[config.mk]
export PLATFORM = sky130hd
export DESIGN_NAME = swkcfg_regs
export DESIGN_NICKNAME = d
export VERILOG_FILES = /design/src/swkcfg_pkg.sv /design/src/swkcfg_sync.sv /design/src/swkcfg_filt_dec.sv /design/src/swkcfg_regs.sv
export SDC_FILE = /design/constraint.sdc
export NUM_CORES = 1
export LEC_CHECK = 0
export ABC_CLOCK_PERIOD_IN_PS = 1750
export BUFFER_PORTS_ARGS = -buffer_cell sky130_fd_sc_hd__buf_2
export CORE_MARGIN = 5
export CORE_UTILIZATION = 45
export CTS_BUF_LIST = sky130_fd_sc_hd__clkbuf_8 sky130_fd_sc_hd__clkbuf_16
export DETAILED_ROUTE_END_ITERATION = 10
export PLACE_DENSITY_LB_ADDON = 0.05
export SLEW_MARGIN = 15
export SYNTH_ARGS = -nofsm -noshare
export SYNTH_HDL_FRONTEND = slang
export SYNTH_SLANG_ARGS = --single-unit
[constraint.sdc]
create_clock -name ref_clk -period 1.75 [get_ports ref_clk]
set_input_delay 0.2625 -clock ref_clk [delete_from_list [all_inputs] [get_ports ref_clk]]
set_output_delay 0.2625 -clock ref_clk [all_outputs]
set_load 0.01 [all_outputs]
[src/swkcfg_pkg.sv]
// Purpose: constants for the selective-wake configuration register bank
// Assumes: 7-bit register addresses, 8-bit data
// Notes:   offsets are the byte addresses of the serial control port
package swkcfg_pkg;
    localparam int         ADDR_W             = 7;
    localparam int         DATA_W             = 8;
    localparam logic [6:0] OFS_PAYLOAD_BYTE3  = 7'h30;
    localparam logic [6:0] OFS_PAYLOAD_BYTE2  = 7'h31;
    localparam logic [6:0] OFS_PAYLOAD_BYTE1  = 7'h32;
    localparam logic [6:0] OFS_PAYLOAD_BYTE0  = 7'h33;
    localparam logic [6:0] OFS_TOLERANT_CTRL  = 7'h34;
    localparam logic [6:0] OFS_FINE_TRIM      = 7'h38;
    localparam logic [6:0] OFS_OPTIONS        = 7'h39;
    localparam logic [6:0] OFS_CAL_HIGH       = 7'h3A;
    localparam logic [6:0] OFS_CAL_LOW        = 7'h3B;
    localparam logic [7:0] RST_ZERO           = 8'h00;
    localparam logic [7:0] RST_FINE_TRIM      = 8'h10;
    localparam logic [4:0] RST_COARSE_TRIM    = 5'h10;
    localparam logic [1:0] TRIM_UNLOCK_CODE   = 2'h3;
    localparam int         BIT_ERR_CNT_DIS    = 5;
    localparam int         BIT_FILT_BYPASS    = 4;
    localparam int         BIT_FILT_HI        = 3;
    localparam int         BIT_FILT_LO        = 1;
    localparam int         BIT_TOL_EN         = 0;
    localparam logic [5:0] TOL_CTRL_MASK      = 6'h3F;
    localparam int         BIT_RX_SEL         = 7;
    localparam int         COARSE_HI          = 4;
    localparam logic [2:0] FILT_CODE_RESERVED = 3'h6;
    localparam int         FILT_STEP_NS       = 50;
    localparam int         FILT_LONG_NS       = 775;
    localparam int         CLK_PERIOD_NS      = 25;
    localparam logic [7:0] FILT_LONG_CYC      = 8'((FILT_LONG_NS + CLK_PERIOD_NS - 1) / CLK_PERIOD_NS);
    localparam logic [7:0] FILT_STEP_CYC      = 8'((FILT_STEP_NS + CLK_PERIOD_NS - 1) / CLK_PERIOD_NS);
endpackage

[src/swkcfg_sync.sv]
// Purpose: two-flop synchroniser for a level from outside the clock domain
// Assumes: ref_clk domain, active-low asynchronous reset
// Notes:   first stage is read by the second stage only
`timescale 1ns/1ps
module swkcfg_sync (
    input  wire logic ref_clk,
    input  wire logic rst_b,
    input  wire logic clk_en,
    input  wire logic async_in,
    output logic      sync_out
);
    logic meta_ff;

    // two stages, frozen by the clock enable
    always_ff @(posedge ref_clk or negedge rst_b) begin
        if (!rst_b) begin
            meta_ff  <= 1'b0;
            sync_out <= 1'b0;
        end else if (clk_en) begin
            meta_ff  <= async_in;
            sync_out <= meta_ff;
        end
    end
endmodule

[src/swkcfg_filt_dec.sv]
// Purpose: decodes the dominant filter time code into a cycle count
// Assumes: 40 MHz clock
// Notes:   code 110 gives zero and flags reserved
`timescale 1ns/1ps
module swkcfg_filt_dec
    import swkcfg_pkg::*;
(
    input  wire logic [2:0] filt_code,
    output logic      [7:0] filt_cycles,
    output logic            filt_reserved
);
    // 50 ns steps for codes 000..101, long setting for 111
    assign filt_reserved = (filt_code == FILT_CODE_RESERVED);
    assign filt_cycles   = (filt_code == 3'h7) ? FILT_LONG_CYC :
                           filt_reserved ? 8'h00 :
                           8'((filt_code + 8'h01) * FILT_STEP_CYC);
endmodule

[src/swkcfg_regs.sv]
// Purpose: selective-wake configuration and status register bank
// Assumes: host accesses arrive as one-cycle strobes from the serial port decoder
// Notes:   unlock field, silence timeout and calibration values come from other logic
//
// Summary of operation
// - payload byte registers hold a full read/write data byte, bit 0 LSB
// - payload, tolerant control and calibration registers reset to zero
// - error counter disabled only when disable bit and tolerant enable both set
// - device clears error counter disable bit when silence timeout expires
// - bypass bit routes receive path around analog filter only
// - filter field selects 50 to 300 ns in 50 ns steps, 775 ns at 111
// - bit 0 turns tolerant mode on or off
// - reserved bits always read zero
// - trim fields written only while unlock field equals 11
// - low five fine trim bits are a monotonic 32-step fine trim
// - options bit 7 selects standard or low-power wake receiver, unlock needed
// - options bits 4:0 hold the non-monotonic coarse trim
// - calibration registers are read-only device values, writes ignored
`timescale 1ns/1ps
module swkcfg_regs
    import swkcfg_pkg::*;
(
    input  wire logic         ref_clk,
    input  wire logic         rst_b,
    input  wire logic         clk_en,
    input  wire logic         soft_rst,
    input  wire logic         reg_wr,
    input  wire logic         reg_rd,
    input  wire logic [6:0]   reg_addr,
    input  wire logic [7:0]   reg_wdata,
    input  wire logic [1:0]   trim_unlock,
    input  wire logic         silence_expired,
    input  wire logic         cal_load,
    input  wire logic [7:0]   cal_high_in,
    input  wire logic [7:0]   cal_low_in,
    output logic      [7:0]   reg_rdata_ff,
    output logic              reg_rvalid_ff,
    output logic      [7:0]   payload_byte_zero_ff,
    output logic      [7:0]   payload_byte_one_ff,
    output logic      [7:0]   payload_byte_two_ff,
    output logic      [7:0]   payload_byte_three_ff,
    output logic              tolerant_mode_enable_ff,
    output logic              analog_filter_bypass_ff,
    output logic      [7:0]   dominant_filter_cycles_ff,
    output logic              filter_code_reserved_ff,
    output logic              error_counter_active_ff,
    output logic      [7:0]   oscillator_trim_ff,
    output logic      [4:0]   coarse_trim_ff,
    output logic              wake_receiver_select_ff
);
    logic [7:0] pay0_ff, pay1_ff, pay2_ff, pay3_ff;
    logic [5:0] tol_ff;
    logic [7:0] fine_ff;
    logic [4:0] coarse_ff;
    logic       rxsel_ff;
    logic [7:0] calh_ff, call_ff;
    logic       silence_s;
    logic [7:0] filt_cycles;
    logic       filt_reserved;
    logic [7:0] nxt_rdata;

    // silence timeout comes from another domain
    swkcfg_sync u_sync (
        .ref_clk  (ref_clk),
        .rst_b    (rst_b),
        .clk_en   (clk_en),
        .async_in (silence_expired),
        .sync_out (silence_s)
    );

    swkcfg_filt_dec u_filt (
        .filt_code     (tol_ff[BIT_FILT_HI:BIT_FILT_LO]),
        .filt_cycles   (filt_cycles),
        .filt_reserved (filt_reserved)
    );

    // write decode
    function automatic logic hit(input logic [6:0] a, input logic [6:0] ofs);
        return a == ofs;
    endfunction

    wire unlocked  = (trim_unlock == TRIM_UNLOCK_CODE);
    wire wr_pay0   = reg_wr && hit(reg_addr, OFS_PAYLOAD_BYTE0);
    wire wr_pay1   = reg_wr && hit(reg_addr, OFS_PAYLOAD_BYTE1);
    wire wr_pay2   = reg_wr && hit(reg_addr, OFS_PAYLOAD_BYTE2);
    wire wr_pay3   = reg_wr && hit(reg_addr, OFS_PAYLOAD_BYTE3);
    wire wr_tol    = reg_wr && hit(reg_addr, OFS_TOLERANT_CTRL);
    wire wr_fine   = reg_wr && hit(reg_addr, OFS_FINE_TRIM) && unlocked;
    wire wr_opt    = reg_wr && hit(reg_addr, OFS_OPTIONS) && unlocked;

    // payload bytes
    always_ff @(posedge ref_clk or negedge rst_b) begin
        if (!rst_b) begin
            pay0_ff <= RST_ZERO;
            pay1_ff <= RST_ZERO;
            pay2_ff <= RST_ZERO;
            pay3_ff <= RST_ZERO;
        end else if (clk_en) begin
            if (soft_rst) begin
                pay0_ff <= RST_ZERO;
                pay1_ff <= RST_ZERO;
                pay2_ff <= RST_ZERO;
                pay3_ff <= RST_ZERO;
            end else begin
                if (wr_pay0) pay0_ff <= reg_wdata;
                if (wr_pay1) pay1_ff <= reg_wdata;
                if (wr_pay2) pay2_ff <= reg_wdata;
                if (wr_pay3) pay3_ff <= reg_wdata;
            end
        end
    end

    // tolerant control; hardware clear of bit 5 wins over host write
    logic [5:0] nxt_tol;
    always_comb begin
        nxt_tol = tol_ff;
        if (wr_tol) nxt_tol = reg_wdata[5:0] & TOL_CTRL_MASK;
        if (silence_s) nxt_tol[BIT_ERR_CNT_DIS] = 1'b0;
    end

    always_ff @(posedge ref_clk or negedge rst_b) begin
        if (!rst_b) begin
            tol_ff <= RST_ZERO[5:0];
        end else if (clk_en) begin
            tol_ff <= soft_rst ? RST_ZERO[5:0] : nxt_tol;
        end
    end

    // trim and receiver select, writes gated by unlock
    always_ff @(posedge ref_clk or negedge rst_b) begin
        if (!rst_b) begin
            fine_ff   <= RST_FINE_TRIM;
            coarse_ff <= RST_COARSE_TRIM;
            rxsel_ff  <= 1'b0;
        end else if (clk_en) begin
            if (wr_fine) fine_ff <= reg_wdata;
            if (wr_opt) begin
                coarse_ff <= reg_wdata[COARSE_HI:0];
                rxsel_ff  <= reg_wdata[BIT_RX_SEL];
            end
        end
    end

    // calibration readback loaded only by the device
    always_ff @(posedge ref_clk or negedge rst_b) begin
        if (!rst_b) begin
            calh_ff <= RST_ZERO;
            call_ff <= RST_ZERO;
        end else if (clk_en) begin
            if (soft_rst) begin
                calh_ff <= RST_ZERO;
                call_ff <= RST_ZERO;
            end else if (cal_load) begin
                calh_ff <= cal_high_in;
                call_ff <= cal_low_in;
            end
        end
    end

    // read mux, reserved bits zero
    always_comb begin
        nxt_rdata = RST_ZERO;
        unique case (reg_addr)
            OFS_PAYLOAD_BYTE0: nxt_rdata = pay0_ff;
            OFS_PAYLOAD_BYTE1: nxt_rdata = pay1_ff;
            OFS_PAYLOAD_BYTE2: nxt_rdata = pay2_ff;
            OFS_PAYLOAD_BYTE3: nxt_rdata = pay3_ff;
            OFS_TOLERANT_CTRL: nxt_rdata = {2'b00, tol_ff};
            OFS_FINE_TRIM:     nxt_rdata = fine_ff;
            OFS_OPTIONS:       nxt_rdata = {rxsel_ff, 2'b00, coarse_ff};
            OFS_CAL_HIGH:      nxt_rdata = calh_ff;
            OFS_CAL_LOW:       nxt_rdata = call_ff;
            default:           nxt_rdata = RST_ZERO;
        endcase
    end

    // registered read data and derived controls
    always_ff @(posedge ref_clk or negedge rst_b) begin
        if (!rst_b) begin
            reg_rdata_ff              <= RST_ZERO;
            reg_rvalid_ff             <= 1'b0;
            payload_byte_zero_ff      <= RST_ZERO;
            payload_byte_one_ff       <= RST_ZERO;
            payload_byte_two_ff       <= RST_ZERO;
            payload_byte_three_ff     <= RST_ZERO;
            tolerant_mode_enable_ff   <= 1'b0;
            analog_filter_bypass_ff   <= 1'b0;
            dominant_filter_cycles_ff <= RST_ZERO;
            filter_code_reserved_ff   <= 1'b0;
            error_counter_active_ff   <= 1'b1;
            oscillator_trim_ff        <= RST_FINE_TRIM;
            coarse_trim_ff            <= RST_COARSE_TRIM;
            wake_receiver_select_ff   <= 1'b0;
        end else if (clk_en) begin
            reg_rdata_ff              <= reg_rd ? nxt_rdata : reg_rdata_ff;
            reg_rvalid_ff             <= reg_rd;
            payload_byte_zero_ff      <= pay0_ff;
            payload_byte_one_ff       <= pay1_ff;
            payload_byte_two_ff       <= pay2_ff;
            payload_byte_three_ff     <= pay3_ff;
            tolerant_mode_enable_ff   <= tol_ff[BIT_TOL_EN];
            analog_filter_bypass_ff   <= tol_ff[BIT_FILT_BYPASS];
            dominant_filter_cycles_ff <= filt_cycles;
            filter_code_reserved_ff   <= filt_reserved;
            error_counter_active_ff   <= !(tol_ff[BIT_ERR_CNT_DIS] && tol_ff[BIT_TOL_EN]);
            oscillator_trim_ff        <= fine_ff;
            coarse_trim_ff            <= coarse_ff;
            wake_receiver_select_ff   <= rxsel_ff;
        end
    end

    // checks on write gating and storage
    AST_LOCKED_FINE: assert property (@(posedge ref_clk) disable iff (!rst_b)
        (clk_en && reg_wr && reg_addr == OFS_FINE_TRIM && !unlocked) |=> $stable(fine_ff))
        else $error("locked fine trim write changed value");
    AST_UNLOCKED_FINE: assert property (@(posedge ref_clk) disable iff (!rst_b)
        (clk_en && wr_fine) |=> fine_ff == $past(reg_wdata))
        else $error("unlocked fine trim write lost");
    AST_RXSEL_LOCK: assert property (@(posedge ref_clk) disable iff (!rst_b)
        (clk_en && reg_wr && reg_addr == OFS_OPTIONS && !unlocked) |=> $stable(rxsel_ff) && $stable(coarse_ff))
        else $error("locked options write changed value");
    AST_SILENCE_CLR: assert property (@(posedge ref_clk) disable iff (!rst_b)
        (clk_en && silence_s) |=> !tol_ff[BIT_ERR_CNT_DIS])
        else $error("disable bit not cleared on silence");
    AST_ERR_CNT: assert property (@(posedge ref_clk) disable iff (!rst_b)
        (clk_en && tol_ff[BIT_ERR_CNT_DIS] && !tol_ff[BIT_TOL_EN]) |=> error_counter_active_ff)
        else $error("counter disabled without tolerant mode");
    AST_RSVD_READ: assert property (@(posedge ref_clk) disable iff (!rst_b)
        (clk_en && reg_rd && reg_addr == OFS_TOLERANT_CTRL) |=> reg_rdata_ff[7:6] == 2'b00)
        else $error("reserved bits read nonzero");
    AST_PAY_WRITE: assert property (@(posedge ref_clk) disable iff (!rst_b)
        (clk_en && wr_pay0 && !soft_rst) |=> ##1 payload_byte_zero_ff == $past(reg_wdata, 2))
        else $error("payload byte not stored");
    AST_SOFT_RST: assert property (@(posedge ref_clk) disable iff (!rst_b)
        (clk_en && soft_rst) |=> tol_ff == 6'h00 && calh_ff == RST_ZERO)
        else $error("soft reset did not clear");
    AST_CAL_RO: assert property (@(posedge ref_clk) disable iff (!rst_b)
        (clk_en && !cal_load && !soft_rst) |=> $stable(calh_ff) && $stable(call_ff))
        else $error("calibration changed without load");
    AST_FILT_LONG: assert property (@(posedge ref_clk) disable iff (!rst_b)
        (clk_en && tol_ff[BIT_FILT_HI:BIT_FILT_LO] == 3'h7) |=> dominant_filter_cycles_ff == FILT_LONG_CYC)
        else $error("long filter time wrong");

    // checks on derived controls
    AST_ERR_CNT_OFF: assert property (@(posedge ref_clk) disable iff (!rst_b)
        (clk_en && tol_ff[BIT_ERR_CNT_DIS] && tol_ff[BIT_TOL_EN]) |=> !error_counter_active_ff)
        else $error("counter active although disabled in tolerant mode");
    AST_BYPASS_OUT: assert property (@(posedge ref_clk) disable iff (!rst_b)
        clk_en |=> analog_filter_bypass_ff == $past(tol_ff[BIT_FILT_BYPASS]))
        else $error("filter bypass output does not follow its bit");
    AST_TOL_EN_OUT: assert property (@(posedge ref_clk) disable iff (!rst_b)
        clk_en |=> tolerant_mode_enable_ff == $past(tol_ff[BIT_TOL_EN]))
        else $error("tolerant mode output does not follow its bit");
    AST_FILT_SHORT: assert property (@(posedge ref_clk) disable iff (!rst_b)
        (clk_en && tol_ff[BIT_FILT_HI:BIT_FILT_LO] == 3'h0) |=> dominant_filter_cycles_ff == FILT_STEP_CYC)
        else $error("shortest filter time wrong");
    AST_FILT_MAX: assert property (@(posedge ref_clk) disable iff (!rst_b)
        (clk_en && tol_ff[BIT_FILT_HI:BIT_FILT_LO] == 3'h5) |=> dominant_filter_cycles_ff == FILT_STEP_CYC * 8'h06)
        else $error("longest stepped filter time wrong");
    AST_FILT_RSVD: assert property (@(posedge ref_clk) disable iff (!rst_b)
        clk_en |=> filter_code_reserved_ff == ($past(tol_ff[BIT_FILT_HI:BIT_FILT_LO]) == FILT_CODE_RESERVED))
        else $error("reserved filter code flag wrong");
    AST_FINE_OUT: assert property (@(posedge ref_clk) disable iff (!rst_b)
        clk_en |=> oscillator_trim_ff == $past(fine_ff))
        else $error("fine trim output does not follow register");
    AST_COARSE_WR: assert property (@(posedge ref_clk) disable iff (!rst_b)
        (clk_en && wr_opt) |=> coarse_ff == $past(reg_wdata[COARSE_HI:0]))
        else $error("unlocked coarse trim write lost");
    AST_COARSE_OUT: assert property (@(posedge ref_clk) disable iff (!rst_b)
        clk_en |=> coarse_trim_ff == $past(coarse_ff))
        else $error("coarse trim output does not follow register");
    AST_RXSEL_WR: assert property (@(posedge ref_clk) disable iff (!rst_b)
        (clk_en && wr_opt) |=> rxsel_ff == $past(reg_wdata[BIT_RX_SEL]))
        else $error("unlocked receiver select write lost");
    AST_RXSEL_OUT: assert property (@(posedge ref_clk) disable iff (!rst_b)
        clk_en |=> wake_receiver_select_ff == $past(rxsel_ff))
        else $error("receiver select output does not follow register");

    // checks on reset, readback and clock enable
    AST_PAY_SOFT: assert property (@(posedge ref_clk) disable iff (!rst_b)
        (clk_en && soft_rst) |=> pay0_ff == RST_ZERO && pay3_ff == RST_ZERO && call_ff == RST_ZERO)
        else $error("soft reset left payload or calibration set");
    AST_PAY_READ: assert property (@(posedge ref_clk) disable iff (!rst_b)
        (clk_en && reg_rd && reg_addr == OFS_PAYLOAD_BYTE0) |=> reg_rdata_ff == $past(pay0_ff))
        else $error("payload byte read wrong");
    AST_OPT_RSVD: assert property (@(posedge ref_clk) disable iff (!rst_b)
        (clk_en && reg_rd && reg_addr == OFS_OPTIONS) |=> reg_rdata_ff[6:5] == 2'b00)
        else $error("options reserved bits read nonzero");
    AST_RVALID: assert property (@(posedge ref_clk) disable iff (!rst_b) // read answer one cycle later
        clk_en |=> reg_rvalid_ff == $past(reg_rd))
        else $error("read valid not one cycle after read strobe");
    AST_FREEZE: assert property (@(posedge ref_clk) disable iff (!rst_b) // clock enable freeze
        !clk_en |=> $stable(pay0_ff) && $stable(tol_ff) && $stable(fine_ff) && $stable(reg_rvalid_ff))
        else $error("state changed while clock enable low");

    // coverage of main scenarios
    COV_UNLOCK_WR: cover property (@(posedge ref_clk) disable iff (!rst_b) clk_en && wr_opt);
    COV_SILENCE: cover property (@(posedge ref_clk) disable iff (!rst_b) clk_en && silence_s && wr_tol);
    COV_READ: cover property (@(posedge ref_clk) disable iff (!rst_b) clk_en && reg_rd && reg_addr == OFS_CAL_LOW);
    COV_LOCKED_WR: cover property (@(posedge ref_clk) disable iff (!rst_b) clk_en && reg_wr && !unlocked);
    COV_FREEZE: cover property (@(posedge ref_clk) disable iff (!rst_b) !clk_en && reg_wr);
endmodule

* Yosys cells after proc, flatten, opt, wreduce, memory -nomap -nowiden *
Index checks and enable logic that the tools add are counted.
Widths: inputs -> output; s select.

storage, ports and cells
  bits in registers = 137
  latch bits = 0
  RAM bits = 0
  memory bits (read-only) = 0
  output and inout bits = 67
  word-level logic and storage cells = 86
  memories = 0

operators by class
  $add $sub $neg = 1
  multiply operators = 0
  divide/modulo/power cells = 0
  $lt $le $gt $ge = 0
  eq/ne operators = 12
  shift operators = 0
  muxes and demuxes = 18
  bitwise gates (word level) = 0
  reduce and logical (&&, ||, !) cells = 28

operators by type and width
  kind                 number
  $mux 8               14
  $pmux 8 s9           1
  $eq 7x6->1 const B   9
  $reduce_and 2->1     10
  $mux 6               2
  $reduce_bool 2->1    6
  $logic_and 1x1->1    10
  $eq 3x3->1 const B   2
  $add 3x1->4 const B  1
  $reduce_bool 3->1    1
  $eq 2x2->1 const B   1
  $logic_not 1->1      1
  $mux 1               1

* Logic depth before layout (Yosys ltp) *
  depth after elaboration = 5
  gate-level depth with buffers = 7

* By module *
Synthesis repeated with hierarchy kept, for this count alone.

second synthesis, totals
  cells, all modules = 536
  area, all modules = 6488.7 um2

modules (own cells, without submodules)
  module           times used  cells each  area an instance (um2)  seq. area each (um2)
  swkcfg_regs      1           520         6328.6                  3384.5
  swkcfg_filt_dec  1           12          87.6                    0.0
  swkcfg_sync      1           4           72.6                    50.0

* Worst setup path after synthesis *
OpenSTA, ideal clock, no wires.

  path kind = input to register
  start point = input reg_addr[2]
  end point = register pay1_ff[2]
  setup time = 0.126 ns
  arrival = 1.951 ns
  setup slack = -0.327 ns
  stages on the path = 7
  cell sequence = buf_2 and4bb_2 or3b_1 buf_2 nor3b_4 nor3b_1 a221o_1

between the ends
  word-level cells in the longest chain between the ends = 4

ends and longest elaborated chain
  what                                RTL line            RTL
  start: declaration                  swkcfg_regs.sv:29   input wire logic [6:0] reg_addr,
  $eq 7x6->1                          swkcfg_regs.sv:79   return a == ofs;
  $logic_and 1x1->1                   swkcfg_regs.sv:84   wire wr_pay1 = reg_wr && hit(reg_addr, OFS_PAYLOAD_BYTE1);
  $reduce_bool 2->1 (no source line)  -
  $reduce_and 2->1 (no source line)   -
  end signal: assignment              swkcfg_regs.sv:106  if (wr_pay1) pay1_ff <= reg_wdata;
  end: declaration                    swkcfg_regs.sv:51   logic [7:0] pay0_ff, pay1_ff, pay2_ff, pay3_ff;

No other way between the ends.
A chain may end at the register's enable or synchronous reset.

* Worst setup path in the final report *
  start point = input reg_addr[2]
  end point = register pay1_ff[4]

The elaborated chain is that of the path after synthesis.

==> impl_results.md <==
* Status: finished, final reports clean
* FMAX at 0.629 GHz
* Ys async rst share at 100%
* Clk slew on worst S/H paths at 0.06 ns
* Uppermost layer routed: met4
* Post-DP Area at 6970 um2
* Final hold vios at 0
* Routed wl met2 at 7200 um
* Worst Hold End: calh_ff[3]
* Reg2Reg Capture Point: reg_rdata_ff[4]
* Clk_lat worst skew at 0.43 ns
* RSZ-0062 raised after global routing: false
* Worst setup SP type: primary input
* Seq/Total Area, Yosys at 56.7%
* Post-synth EDFFs at 0
* DP Worst Slack at -0.276 ns
* Number of buffers added on ports at 104
* Max VDD drop at 0.486 mV
* First-pass GRT wire length at 25,500 um
* Final wirelength at 15,700 um
* Die height at 125 um
* Pre-Repair DR Iteration Count at 4
* Most common cell after layout, fill and taps aside: dfrtp_1
* H-tree depth at 4
* CP Capture Type: flop
* CP arrival at 1.88 ns
* Post-cts resize count at 0
* Cell variety after synth at 49
* Slew @ Worst Pin at 0.660 ns
* Final-layout fill cell count at 1,110
* Fin. max-slew vios at 0
* Leak at 3.77 nW
* Die Wd at 125 um
* Fin cells at 791
* Worst hold path depth at 2
* Via count at 4,337
* Nets@finish at 643
* Tot GR Track Use at 21.0%
* Ant. Diodes at 0
* Final setup viols at 0
* Power per Cell Area at 988 nW/um2
* CP Max Fanout at 4
* Most frequent cells in the layout: 129 x dfrtp_1, 103 x buf_2, 69 x mux2_2
* Initial Util at 45.3%
* Period utilization at 90.8%
* Core footprint at 13,100 um2
* Hold Crit Start: cal_high_in[3]
* Synth warn at 0
* Die Outline Area at 15,600 um2
* Post-route DRC at 0
* Routed Antenna Nets at 0
* Initial DRC count at 213
* Cell Chain, Critical Path: buf_2, and4bb_2, or3b_1, nor3b_4, buf_4, mux2i_1, o2bb2ai_1
* Placed Cells at 758
* Site Rows at 42
* Setup ws final at 0.160 ns
* WP data required at 2.04 ns
* Share of cells above drive strength 1 at 44.1%
* Vias in the first global route at 4,551
* Syn avg cell area at 12.8 um2
* R2R cell count at 5
* Buf/Inv on CP at 2
* Gr ovfl total at 0
* M1 WL at 7240 um
* Synth Cell Area at 5920 um2
* Gate Count Post-Synth at 461
* Worst path top cell family by delay: simple AND/OR/NAND/NOR gates
* # IOs at 108
* Initial antenna violation count at 0
* Max Cap Viol at 0
* Routability cong. at 0.843
* Met3 wire length at 932 um
* WL/cell at 19.8 um
* Top FF cell, synth: dfrtp_1
* Worst Skew at 0.00621 ns
* Rel. slew slack at 55.7%
* R2R Setup Slk at 0.20 ns
* CTS tree: done
* Area grow syn2layout at 27.8%
* Slowest-stage cell, CP: or3b_1
* Fin Hold WS at 0.0596 ns
* TritonCTS Buffers at 17
* Clock Sinks at 134
* Post-route cell area at 7570 um2
* Largest net degree at the start of global routing at 39
* CP peak stage delay at 0.49 ns
* WS Path Type: in2reg
* FF-to-FF Start: pay0_ff[4]
* Crit path time final at 1.59 ns
* Worst min-delay path class: in2reg
* Clock Tree Buf Depth at 2
* CTS Root Cell: clkbuf_16
* Detailed placement HPWL at 11,800 um
* Flops & latches, synth at 134
* Via density at 5.48
==> cell type report <==
type	count	area, um2	area share (%)
Sequential cell	134	3360	44.4
Clock inverter	12	128	1.69
Inverter	6	22.5	0.297
Clock buffer	20	467	6.16
Tap cell	176	220	2.91
Timing Repair Buffer	154	963	12.7
Multi-Input combinational cell	289	2410	31.8
==> logic make-up (layout without fill, tap and decap cells) <==
kind of cell           Yosys count  after routing  share of synthesized area (%)
XOR/XNOR                         2              2                          0.296
AND/OR/NAND/NOR                 84             84                           8.26
AO/OA/AOI/OAI                  109            109                           13.8
other                            1              3                         0.0633
buffers and inverters           40            192                           2.77
flip-flops                     134            134                           56.7
multiplexers                    91             91                           18.1
==> repair_timing <==
action                                 4_1_cts  5_1_grt
endpoints found under the hold margin       26        0
hold buffers                                 1        0
buffers inserted                             0        0
==> flip-flops by register name, summed over array words and instances, names as in the netlist, 5 cells and up <==
name                       flops
calh_ff                        8
pay1_ff                        8
fine_ff                        8
pay0_ff                        8
coarse_ff                      5
dominant_filter_cycles_ff      5
payload_byte_three_ff          8
pay3_ff                        8
reg_rdata_ff                   8
tol_ff                         6
payload_byte_two_ff            8
call_ff                        8
payload_byte_one_ff            8
coarse_trim_ff                 5
oscillator_trim_ff             8
payload_byte_zero_ff           8
pay2_ff                        8
==> through the flow <==
stage               total power, W  util, %  setup TNS (ns)
detailed placement         0.00401     53.2           -5.75
CTS                        0.00757     57.9               0
floorplan                  0.00367        -           -7.89
global route               0.00777     57.9               0
global placement           0.00400     53.2           -4.89
finish                     0.00748     57.9               0
==> synth_stat cells (2+ instances only) <==
cell	count	area share, %
a211oi_1	3	0.38
a21o_1	2	0.25
a21oi_1	18	1.5
a221o_1	4	0.68
a22o_1	33	4.9
a31oi_1	5	0.53
a32o_1	5	0.84
a32oi_1	3	0.44
and2_1	2	0.21
and3_1	6	0.63
buf_1	11	0.70
buf_2	2	0.17
buf_4	3	0.38
clkbuf_1	18	1.1
dfrtp_1	129	54
dfstp_2	5	2.2
inv_1	6	0.38
mux2_2	69	13
mux2i_1	16	2.7
mux4_2	6	2.3
nand2_1	20	1.3
nand3_1	5	0.42
nand4_1	3	0.32
nor2_1	11	0.70
nor2_2	2	0.21
nor2b_1	16	1.7
nor3_1	2	0.17
nor3b_1	6	0.76
nor4b_1	2	0.30
o21ai_0	12	1.0
o22ai_1	4	0.42
o2bb2ai_1	13	1.9
o31ai_1	3	0.38
==> worst max-delay path by stage <==
stage                     start    endpoint  slack, ns  depth (start not counted)
floorplan           reg_addr[2]  pay1_ff[2]      -0.27                          7
global placement    reg_addr[2]  pay1_ff[7]      -0.23                          7
detailed placement  reg_addr[2]  pay1_ff[4]      -0.28                          7
CTS                 reg_addr[2]  pay1_ff[4]       0.17                          7
global route        reg_addr[2]  pay1_ff[7]       0.03                          7
finish              reg_addr[2]  pay1_ff[4]       0.16                          7
==> worst register-to-register path, delay by kind of cell, from the launching register on <==
kind            cells  cell delay, ns
compound gates      4            0.70
flops               1            0.42
mux                 1            0.28
==> where the power goes <==
part | total [W] | internal [W] | switching [W]
clock | 0.00352 | 0.00220 | 0.00133
combinational | 0.000649 | 0.000289 | 0.000359
sequential | 0.00331 | 0.00322 | 0.0000887
total | 0.00748 | 0.00570 | 0.00177
==> per-layer routing <==
metal,global-route usage [%],vias up
li1,-,2013
met1,29.0,2165
met2,31.6,136
met3,6.13,23
met4,7.93,0
met5,0,-
(Power assumes the default switching activity.)
